--- src/spm_consts.vh ---
// Offsets, field layouts and reset values of the status-pin mask bank
`ifndef SPM_CONSTS_VH
`define SPM_CONSTS_VH

`define SPM_ADDR_W        16
`define SPM_UV_OFFSET     16'h2064
`define SPM_OV_OFFSET     16'h2068
`define SPM_WARN_OFFSET   16'h206C
`define SPM_OT_OFFSET     16'h2070
`define SPM_MISC_OFFSET   16'h2074

`define SPM_UV_WIDTH      15
`define SPM_OV_WIDTH      14
`define SPM_WARN_WIDTH    14
`define SPM_OT_WIDTH      12
`define SPM_MISC_WIDTH    29

`define SPM_UV_WMASK      32'h00007FFF
`define SPM_OV_WMASK      32'h00003FFF
`define SPM_WARN_WMASK    32'h00003FFF
`define SPM_OT_WMASK      32'h00000FFF
`define SPM_MISC_WMASK    32'h1FFF01FF

`define SPM_UV_RESET      32'h00007FFF
`define SPM_OV_RESET      32'h00003FFF
`define SPM_WARN_RESET    32'h00003FFF
`define SPM_OT_RESET      32'h00000FFF
`define SPM_MISC_RESET    32'h01F801FF

`define SPM_REG_COUNT     5

`endif

--- src/spm_status_mask.v ---
// Status pin event mask registers and active-low status pin driver
// What this block does
// RULE1 - Mask bit 0 blocks its latched flag from the pin; 1 lets it through.
// RULE2 - Undervoltage mask at 0x2064: bits 14..0, all reset to one.
// RULE3 - Undervoltage mask bits 31..15 are reserved and read zero.
// RULE4 - Overvoltage mask at 0x2068: bits 13..0 reset one, upper bits zero.
// RULE5 - Warning mask at 0x206C: same layout as overvoltage, gates warnings.
// RULE6 - Overtemperature mask at 0x2070: bits 11..0 reset one, rest zero.
// RULE7 - Misc mask bits 28..25 gate external and detection events, reset 0.
// RULE8 - Misc mask bits 24..19 gate sync to shadow ECC failures, reset one.
// RULE9 - Misc bits 18..16 gate pin external failures, reset 0; gaps read 0.
// RULE10 - Misc bits 8..0 gate serial and watchdog failures, reset one.
// RULE11 - Pin low one clock after any flag and its mask are both set; flags untouched.
// RULE12 - Writes into reserved positions are ignored without side effect.
`timescale 1ns/1ns
`include "spm_consts.vh"

module spm_status_mask (
	input  wire        clk,
	input  wire        rst_n,
	input  wire        reg_wr_en,
	input  wire        reg_rd_en,
	input  wire [15:0] reg_addr,
	input  wire [31:0] reg_wdata,
	output reg  [31:0] reg_rdata,
	output reg         reg_addr_hit,
	input  wire [14:0] uv_flags,
	input  wire [13:0] ov_flags,
	input  wire [13:0] warn_flags,
	input  wire [11:0] ot_flags,
	input  wire [28:0] misc_flags,
	output reg         status_pin_n,
	output wire [31:0] uv_mask,
	output wire [31:0] ov_mask,
	output wire [31:0] warn_mask,
	output wire [31:0] ot_mask,
	output wire [31:0] misc_mask
);

	reg  [31:0] mask_r [0:`SPM_REG_COUNT-1];
	reg  [31:0] rdata_nxt;
	reg         hit_nxt;
	reg  [31:0] wdata_sel;
	wire [31:0] flag_vec [0:`SPM_REG_COUNT-1];
	wire [`SPM_REG_COUNT-1:0] grp_active;
	wire        any_active;

	// Decoder shared by the read path and the write path
	function [2:0] spm_index;
		input [15:0] a;
		begin
			if (a == `SPM_UV_OFFSET)
				spm_index = 3'h0;
			else if (a == `SPM_OV_OFFSET)
				spm_index = 3'h1;
			else if (a == `SPM_WARN_OFFSET)
				spm_index = 3'h2;
			else if (a == `SPM_OT_OFFSET)
				spm_index = 3'h3;
			else if (a == `SPM_MISC_OFFSET)
				spm_index = 3'h4;
			else
				spm_index = 3'h7;
		end
	endfunction

	function [31:0] spm_wmask;
		input [2:0] i;
		begin
			case (i)
			3'h0: spm_wmask = `SPM_UV_WMASK;
			3'h1: spm_wmask = `SPM_OV_WMASK;
			3'h2: spm_wmask = `SPM_WARN_WMASK;
			3'h3: spm_wmask = `SPM_OT_WMASK;
			3'h4: spm_wmask = `SPM_MISC_WMASK;
			default: spm_wmask = 32'h00000000;
			endcase
		end
	endfunction

	function [31:0] spm_rstval;
		input [2:0] i;
		begin
			case (i)
			3'h0: spm_rstval = `SPM_UV_RESET;
			3'h1: spm_rstval = `SPM_OV_RESET;
			3'h2: spm_rstval = `SPM_WARN_RESET;
			3'h3: spm_rstval = `SPM_OT_RESET;
			3'h4: spm_rstval = `SPM_MISC_RESET;
			default: spm_rstval = 32'h00000000;
			endcase
		end
	endfunction

	// Flag vectors placed at the same bit positions as their masks
	assign flag_vec[0] = {17'h00000, uv_flags};
	assign flag_vec[1] = {18'h00000, ov_flags};
	assign flag_vec[2] = {18'h00000, warn_flags};
	assign flag_vec[3] = {20'h00000, ot_flags};
	assign flag_vec[4] = {3'h0, misc_flags};

	genvar g;
	generate
		for (g = 0; g < `SPM_REG_COUNT; g = g + 1) begin : g_bank
			// RULE2 RULE4 RULE5 reset and write
			always @(posedge clk) begin
				if (!rst_n) begin
					// RULE6 RULE7 RULE8 RULE9 RULE10 reset
					mask_r[g] <= spm_rstval(g);
				end else if (reg_wr_en &&
					spm_index(reg_addr) == g) begin
					// RULE12 reserved writes dropped
					mask_r[g] <= reg_wdata & spm_wmask(g);
				end
			end
			// RULE1 mask gating
			assign grp_active[g] = |(flag_vec[g] & mask_r[g]);
		end
	endgenerate

	assign uv_mask   = mask_r[0];
	assign ov_mask   = mask_r[1];
	assign warn_mask = mask_r[2];
	assign ot_mask   = mask_r[3];
	assign misc_mask = mask_r[4];

	// RULE11 any unmasked flag
	assign any_active = |grp_active;

	// Registered so the pin never glitches on decode hazards
	always @(posedge clk) begin
		if (!rst_n)
			status_pin_n <= 1'b1;
		else
			status_pin_n <= ~any_active;
	end

	// RULE3 reserved bits read zero
	always @* begin
		wdata_sel = 32'h00000000;
		hit_nxt   = 1'b0;
		if (spm_index(reg_addr) != 3'h7) begin
			wdata_sel = mask_r[spm_index(reg_addr)];
			hit_nxt   = 1'b1;
		end
		rdata_nxt = wdata_sel & spm_wmask(spm_index(reg_addr));
	end

	// Unmapped reads return zero with the hit flag low
	always @(posedge clk) begin
		if (!rst_n) begin
			reg_rdata    <= 32'h00000000;
			reg_addr_hit <= 1'b0;
		end else if (reg_rd_en) begin
			reg_rdata    <= rdata_nxt;
			reg_addr_hit <= hit_nxt;
		end
	end

endmodule

--- config.mk ---
export PLATFORM = sky130hd
export DESIGN_NAME = spm_status_mask
export DESIGN_NICKNAME = d
export VERILOG_FILES = /design/src/spm_status_mask.v
export VERILOG_INCLUDE_DIRS = /design/src /design/src/src
export SDC_FILE = /design/constraint.sdc
export NUM_CORES = 1
export LEC_CHECK = 0
export ABC_AREA = 1
export BUFFER_PORTS_ARGS = -buffer_cell sky130_fd_sc_hd__buf_2
export CAP_MARGIN = 20
export CORE_MARGIN = 3
export CORE_UTILIZATION = 40
export CTS_CLUSTER_SIZE = 8
export DETAILED_ROUTE_END_ITERATION = 8
export GPL_TIMING_DRIVEN = 1
export PLACE_DENSITY = 0.82
export SLEW_MARGIN = 20
export SYNTH_ARGS = -nofsm -noshare
export SYNTH_HDL_FRONTEND = slang
export SYNTH_SLANG_ARGS = --single-unit
--- constraint.sdc ---
create_clock -name clk -period 4.3 [get_ports clk]
set_input_delay 0.86 -clock clk [delete_from_list [all_inputs] [get_ports clk]]
set_output_delay 0.86 -clock clk [all_outputs]
set_load 0.1 [all_outputs]
# Word-level counts from Yosys, hierarchy flattened
# Memories as Yosys holds them, arrays and structs flattened.
# Cells that the tools add are included.
# word_totals
regBits	34
inputBits	136
latchBits	0
mem_bits_rw	140
memories	1
rom_bits	0
elab_cells	70
# memory_table
memory	depth	word_bits	read_ports	rd_ports_with_merged_regs	wr	line	text
mask_r	5	28	6	0	5	spm_status_mask.v:40	reg [31:0] mask_r [0:`SPM_REG_COUNT-1];
# op_classes
shifts	0
mul	0
eq_ne	14
order_cmp	0
bitwise_logic	12
muxes	31
reduce_logical	9
n_addsub	0
div_mod_pow	0
# op_table
operator	count
OR reduction 160 bit	1
two-way mux 28 bit	5
one-hot mux 29 bit (4 select lines)	1
== test 16 x 14 -> 1 bit (second input constant)	5
AND 14 x 32 -> 32 bit	2
AND 12 x 32 -> 32 bit	1
AND 15 x 32 -> 32 bit	1
AND 29 x 32 -> 32 bit	1
AND 32 bit	1
two-way mux 32 bit	1
two-way mux 3 bit	6
two-way mux 1 bit	17
== test 3 x 2 -> 1 bit (second input constant)	4
== test 3 x 1 -> 1 bit (second input constant)	2
== test 3 bit (second input constant)	2
logical NOT 3 bit	2
logical AND 1 bit	5
OR 1 bit	5
inequality test 3 bit (second input constant)	1
two-way mux 2 bit	1
OR reduction 2 bit	1
NOT 1 bit	1

# Logic depth before layout (Yosys ltp)
# Gate-level depths: netlist of run 1.
# depth
word_depth	13
mapped_depth	14
mapped_depth_nobuf	13

# Worst setup path before layout of run 1
# No wires, ideal clock.
# synth_path
kind	input-to-reg
startpoint	in reg_addr[1]
endpoint	mem mask_r[4][0] (netlist bit) (enable)
t_required_ns	3.868
arrival_ns	2.961
path_buffers	0
cell_stages	5
path_slack_ns	0.907
cell_sequence	nor2_2 -> nand2_2 -> nor2_4 -> nand2_2 -> o21ai_0
# synth_lines
item	line	text
start: declaration	spm_status_mask.v:23	input wire [15:0] reg_addr,
end: declaration	spm_status_mask.v:40	

==> flow_summary_export.csv, run 1 <==
group,metric,value,unit
outcome,status,"finished clean",
setup_path,endpoint_kind,"flop",
yosys,syn_inst,758,
global_route,grt_pass1_vias,5173,
yosys,ys_types,30,
die,rows,44,
timing,skew,0.009609,ns
die,die_area,16950,µm²
clock_network,clock_path_buffers,2,
global_route,grt_max_degree,32,
power,worst_ir_drop_vdd,238.9,µV
clock_network,cts.repair.resized,0,
setup_path,crit_chain,"buf_2, nor2_1, nand2_1, nor2_2, nand4_1, nand2_1, nor2_2, nor2_4, nand2_2, nand2_1",
detailed_routing,vias,5845,
clock_network,clock_sinks,107,
clock_network,cts_setup_buffers,0,
detailed_routing,drtPass1Iterations,5,
detailed_routing,post_drt_wl_per_cell,18.29,µm
clock_network,h-tree-depth,3,
setup_path,crit_fanout,14,
die,io_pins,330,
clock_network,insertion_delay,0.35,ns
final_layout,layoutNonFillerInstCount,1174,
final_layout,final_common_cell,"nand2_1",
timing,setup_tns,0,ns
global_route,antenna_found_initial,0,
detailed_routing,drtAntennaViolNets,0,
run,max_cap_viol_count,0,
detailed_routing,drc,0,
final_layout,final_cell_mix,"nand2_1 (244), buf_2 (231), conb_1 (87), inv_1 (79), edfxtp_1 (77)",
final_layout,syn_to_final_growth,20.75,%
placed_design,gp_congestion,0.9446,
timing,setup_ws,1.542,ns
setup_path,worstSetupPathType,"in -> reg",
placed_design,hpwl,16890,µm
final_layout,num_antenna_cells,0,
power,powerDensity,384.4,nW/µm²
global_route,grt_usage,23.80,%
detailed_routing,dr.first_iter.drc_count,691,
die,start_util,41.66,%
setup_path,crit_buf_inv,1,
setup_path,start_kind,"primary input",
yosys,synth_edf_count,77,
timing,finalCritPeriodShare,64.14,%
yosys,yosysWarnings,0,
setup_path,slowest_delay,0.58,ns
timing,tightestPinTransition,0.9506,ns
setup_path,crit_family,"simple AND/OR/NAND/NOR gates",
setup_path,ff2ff_setup_slack,2.54,ns
setup_path,cp_data_arrival_time,2.74,ns
die,core,14810,µm²
yosys,ys_seq_elements,107,
timing,hold_violations,0,
hold_path,hp-class,"reg -> reg",
placed_design,placed_cells_incl_taps,1158,
clock_network,clk_pin_slew,0.07,ns
clock_network,cts_made_buffers,9,
final_layout,fin_nets,1121,
timing,rsz0062_at_grt,"false",
die,die_h,130.2,µm
global_route,grt_first_pass_wirelength,29780,µm
setup_path,slowest_stage,"nand2_1",
clock_network,cts_tree,"built",
timing,max_slew_margin,36.56,%
yosys,synth.avg_cell_area,8.139,µm²
final_layout,fillers,1472,
placed_design,io_buffers,231,
timing,slew_violations,0,
timing,fmax,362.6,MHz
detailed_routing,finalWirelength,21470,µm
timing,fin_crit,2.758,ns
setup_path,required,4.28,ns
yosys,synth_ff_type,"edfxtp_1",
final_layout,drive_gt1_share,28.79,%
placed_design,dp_slack,1.208,ns
setup_path,cpMostUsedCell,"nand2_1",
power,p_leak,3.638,nW
global_route,grt_overflow_total,0,
die,fp.dieW,130.2,µm
clock_network,hold_buffers,0,
timing,finalSetupViolCount,0,
yosys,synth_seq_area_share,47.21,%
yosys,syn-cell-area,6170,µm²
detailed_routing,drt-vias-per-instance,4.979,
clock_network,root_buffer,"clkbuf_16",
yosys,synth-async-reset-ratio,0,%
-- power breakdown --
group,internal [mW],switching [mW],leakage [nW]
Clock,0.452,0.375,0.140
Combinational,0.102,0.749,2.48
Sequential,1.14,0.0442,1.01
Total,1.70,1.17,3.64
-- worst reg2reg max path, stage by stage, from the launching register on --
cell and delay (ns):
edfxtp_1 0.45, nand2_1 0.09, nand2_1 0.11, a221oi_1 0.39
nand4_1 0.18, nor2_1 0.23, nand3_1 0.09, o21ai_0 0.14
-- flip-flops by register name, summed over array words and instances (netlist names) --
register and flops:
mask_r 77, reg_rdata 28, reg_addr_hit 1, status_pin_n 1
-- kinds of logic after synthesis --
| logic type | count (synthesis) | synth area share (%) |
|---|---|---|
| flops | 107 | 47.21 |
| other cells | 1 | 0.06078 |
| compound gates | 59 | 6.104 |
| buf+inv | 190 | 17.54 |
| simple gates | 401 | 29.08 |
-- layout make-up --
cell class              instances  area (µm²)  area share (%)
clock buffers                  10       229.0           3.074
clock inverters                 6       63.81          0.8566
inverters                      83       311.5           4.182
multi-input cells             547        2501           33.57
flip-flops and latches        107        2913           39.10
well taps                     184       230.2           3.090
repair buffers                237        1201           16.12
-- per-stage QoR --
| stage | utilization (%) | hold slack [ns] | total power [mW] | instance area (µm²) |
|---|---|---|---|---|
| after floorplan | - | 0.9094 | 1.958 | 6492 |
| after global placement | 48.33 | 0.4494 | 2.052 | 7157 |
| after detailed placement | 48.33 | 0.4527 | 2.056 | 7157 |
| after CTS | 50.30 | 0.4640 | 2.866 | 7450 |
| after global routing | 50.30 | 0.4811 | 2.942 | 7450 |
| final | 50.30 | 0.4628 | 2.864 | 7450 |
-- Yosys cell counts (all sizes together) (2+ instances only) --
library cell / count / area (µm²)
a22o: 15 / 131.4
or2: 8 / 50.05
buf: 99 / 740.7
nand3: 36 / 190.2
nand4: 35 / 225.2
dfxtp: 30 / 600.6
edfxtp: 77 / 2312
inv: 83 / 311.5
o21ai: 7 / 35.03
nor4: 2 / 12.51
a21oi: 30 / 150.1
nor2: 63 / 291.5
clkbuf: 8 / 30.03
a221oi: 6 / 52.55
nand2: 250 / 953.4
nor3: 6 / 63.81
-- metal layers --
layer  global-route usage (%)  up-vias  wire length (µm)
met5                        0        -                 0
met4                    11.06        0               822
met2                    37.05      307             10210
li1                         -     2751                 -
met3                    2.865       43              1776
met1                    33.18     2744              8666
-- worst paths after layout --
path / cells past startpoint / start / end
setup / recovery: 10 / reg_addr[15] / mask_r[1][1]
hold / removal: 2 / reg_rdata[18] / reg_rdata[18]
setup reg to reg: 7 / mask_r[3][5] / status_pin_n
hold reg to reg: 2 / reg_rdata[18] / reg_rdata[18]
Note: power is estimated with default switching activity, not from simulation.
==> inputs of run 2 (changes only) <==
--- a/config.mk
+++ b/config.mk
@@ -6,15 +6,15 @@
 export SDC_FILE = /design/constraint.sdc
 export NUM_CORES = 1
 export LEC_CHECK = 0
-export ABC_AREA = 1
+export ABC_AREA = 0
 export BUFFER_PORTS_ARGS = -buffer_cell sky130_fd_sc_hd__buf_2
 export CAP_MARGIN = 20
-export CORE_MARGIN = 3
-export CORE_UTILIZATION = 40
+export CORE_AREA = 3 3 126 128
 export CTS_CLUSTER_SIZE = 8
 export DETAILED_ROUTE_END_ITERATION = 8
+export DIE_AREA = 0 0 129 131
 export GPL_TIMING_DRIVEN = 1
-export PLACE_DENSITY = 0.82
+export PLACE_DENSITY = 0.79
 export SLEW_MARGIN = 20
 export SYNTH_ARGS = -nofsm -noshare
 export SYNTH_HDL_FRONTEND = slang
==> constraint.sdc (replaced) <==
create_clock -name clk -period 2.7 [get_ports clk]
set_input_delay 0.54 -clock clk [delete_from_list [all_inputs] [get_ports clk]]
set_output_delay 0.54 -clock clk [all_outputs]
set_load 0.1 [all_outputs]
==> run 2 against run 1 <==
  * First-iteration DRC count is 33% lower
  * Wire length is 5.0% lower
  * Critical path depth is 5 lower
  * Total power is 62% higher
  * Sequential cell count stayed put
  * Synthesized area is 9.3% lower
  * Worst setup slack worse by 1.2 ns
==> flow_summary_export.csv, run 2 <==
group,metric,value,unit
outcome,status,"finished clean",
run,max_cap_viol_count,0,
detailed_routing,drtPass1Iterations,5,
power,worst_ir_drop_vdd,363.8,µV
timing,skew,0.006105,ns
detailed_routing,drt-vias-per-instance,5.110,
placed_design,io_buffers,231,
detailed_routing,post_drt_wl_per_cell,21.64,µm
yosys,yosysWarnings,0,
final_layout,final_cell_mix,"buf_2 (231), conb_1 (87), edfxtp_1 (77), or2_2 (51), buf_4 (33)",
setup_path,endpoint_kind,"flop",
yosys,yosysMostFrequentCell,"buf_4",
clock_network,cts_setup_buffers,0,
die,core,14980,µm²
yosys,synth-async-reset-ratio,0,%
clock_network,hold_buffers,0,
clock_network,clock_sinks,107,
detailed_routing,drtAntennaViolNets,0,
yosys,yosys-top-cells-count,"buf_4 (88), edfxtp_1 (77), or2_2 (51), dfxtp_1 (30), a22oi_1 (26)",
clock_network,clk_pin_slew,0.07,ns
timing,setup_tns,0,ns
setup_path,ff2ff_setup_slack,0.47,ns
timing,fmax,418.8,MHz
setup_path,crit_fanout,14,
yosys,syn-cell-area,5597,µm²
global_route,antenna_found_initial,2,
yosys,synth_top_family_by_area,"simple AND/OR/NAND/NOR gates",
clock_network,cts_tree,"built",
timing,finalSetupViolCount,0,
setup_path,required,2.79,ns
global_route,grt_max_degree,31,
timing,finalCritPeriodShare,88.43,%
yosys,synth_seq_area_share,52.05,%
clock_network,cts.repair.resized,0,
global_route,grt_overflow_total,0,
yosys,synth-compound-area-share,14.44,%
setup_path,start_kind,"primary input",
setup_path,rr_startpoint,"mask_r[0][10]",
hold_path,hp-class,"in -> reg",
power,p_leak,3.114,nW
timing,fin_crit,2.388,ns
placed_design,gp_congestion,0.8562,
timing,setup_ws,0.3124,ns
placed_design,dp_slack,-0.03358,ns
yosys,synth.area.mux_share,2.683,%
die,start_util,37.37,%
global_route,grt_first_pass_wirelength,27480,µm
setup_path,cp_data_arrival_time,2.48,ns
yosys,synth.top_cell.area_share,41.31,%
power,powerDensity,639.7,nW/µm²
clock_network,root_buffer,"clkbuf_16",
placed_design,hpwl,16000,µm
yosys,synthSimpleGateAreaFrac,16.88,%
hold_path,worstHoldStart,"reg_wdata[14]",
yosys,synth_edf_count,77,
setup_path,crit_family,"simple AND/OR/NAND/NOR gates",
yosys,ys_seq_elements,107,
die,fp.dieW,129,µm
yosys,synth.avg_cell_area,11.31,µm²
timing,slew_violations,0,
final_layout,final_common_cell,"buf_2",
final_layout,num_antenna_cells,0,
hold_path,holdPathStages,2,
yosys,yosys.area_share.adder,0,%
clock_network,insertion_delay,0.35,ns
detailed_routing,drc,0,
setup_path,slowest_delay,0.51,ns
die,die_h,131,µm
yosys,synth_xor_area_share,0.1565,%
final_layout,final_util,48.40,%
detailed_routing,vias,4819,
final_layout,largest_reg_flops,77,
hold_path,hold_end,"mask_r[0][14]",
setup_path,r2r_cells,5,
setup_path,slowest_stage,"or4b_1",
final_layout,fin_nets,886,
final_layout,syn_to_final_growth,29.51,%
clock_network,cts_made_buffers,9,
setup_path,timing.rr.end,"status_pin_n",
yosys,syn_inst,495,
yosys,ys_types,50,
clock_network,h-tree-depth,3,
setup_path,crit_chain,"buf_2, or4b_1, or4_4, or3_4, or2_2",
final_layout,top_register,"mask_r",
detailed_routing,finalWirelength,20410,µm
timing,max_slew_margin,62.33,%
final_layout,drive_gt1_share,46.62,%
setup_path,crit_buf_inv,1,
detailed_routing,dr.first_iter.drc_count,466,
timing,rsz0062_at_grt,"false",
global_route,grt_pass1_vias,4246,
yosys,synth_ff_type,"edfxtp_1",
die,rows,45,
yosys,ys_top_cells_by_area,"edfxtp_1 (41%), buf_4 (12%), dfxtp_1 (11%), or2_2 (5.7%), a22oi_1 (3.5%)",
yosys,synth_top_cell_by_area,"edfxtp_1",
global_route,grt_usage,22.78,%
die,io_pins,330,
setup_path,worstSetupPathType,"in -> reg",
final_layout,reg_top3,"mask_r (77), reg_rdata (28)",
clock_network,clock_path_buffers,2,
die,die_area,16900,µm²
timing,tightestPinTransition,0.5642,ns
timing,hold_violations,0,
==> run 2: cell count changes after synthesis, sizes merged, moves of 26 or more <==
cell,previous run,this run
a22oi,0,26
inv,83,2
nand4,35,8
or2,8,70
nor2,63,10
nand2,250,15
==> run 2: cell type report <==
cell class / instances / area, µm²
Fill cell: 1424 / 7729
Sequential cell: 107 / 2913
Multi-Input combinational cell: 361 / 2280
Timing Repair Buffer: 269 / 1504
Tap cell: 188 / 235.2
Clock buffer: 10 / 229.0
Clock inverter: 6 / 80.08
Inverter: 2 / 7.507
==> run 2: worst max path at each step <==
stage,startpoint,slack [ns],cells past startpoint,end
final,reg_addr[0],0.31,5,mask_r[2][3]
after global routing,reg_addr[0],0.29,5,mask_r[2][1]
after CTS,reg_addr[0],0.33,5,mask_r[2][3]
after detailed placement,reg_addr[0],-0.03,5,mask_r[2][2]
after global placement,reg_addr[0],-0.02,5,mask_r[2][3]
after floorplan,reg_addr[4],-0.06,6,mask_r[1][0]
==> run 2: routing by layer <==
metal  share of wire, %  GRT usage, %  vias to the layer above
met5               0.10             0                        -
met4                2.4         7.165                        4
met3                9.1         4.878                       26
met2                 48         37.04                      269
met1                 40         30.57                     2357
li1                   -             -                     2163
==> run 2: cell families after synthesis <==
family,Yosys count
and+or+nand+nor,154
AOI/OAI and AO/OA,105
muxes,14
buffers and inverters,113
xor gates and xnor gates,1
other,1
DFF,107
==> run 2: power by group <==
| group | switching, mW | total, mW | internal (mW) |
|---|---|---|---|
| combinational | 1.16 | 1.35 | 0.187 |
| clock | 0.589 | 1.40 | 0.806 |
| sequential | 0.0786 | 1.90 | 1.82 |
==> run 2: through the flow <==
step           instance area [µm²]  total power [mW]  std cells  hold WS [ns]
5_1_grt                       7248             4.752        943        0.4444
2_1_floorplan                 5987             3.097        581        0.7155
6_report                      7248             4.636        943        0.4471
3_3_place_gp                  6939             3.271        927        0.4626
3_5_place_dp                  6939             3.275        927        0.4703
4_1_cts                       7248             4.642        943        0.4418
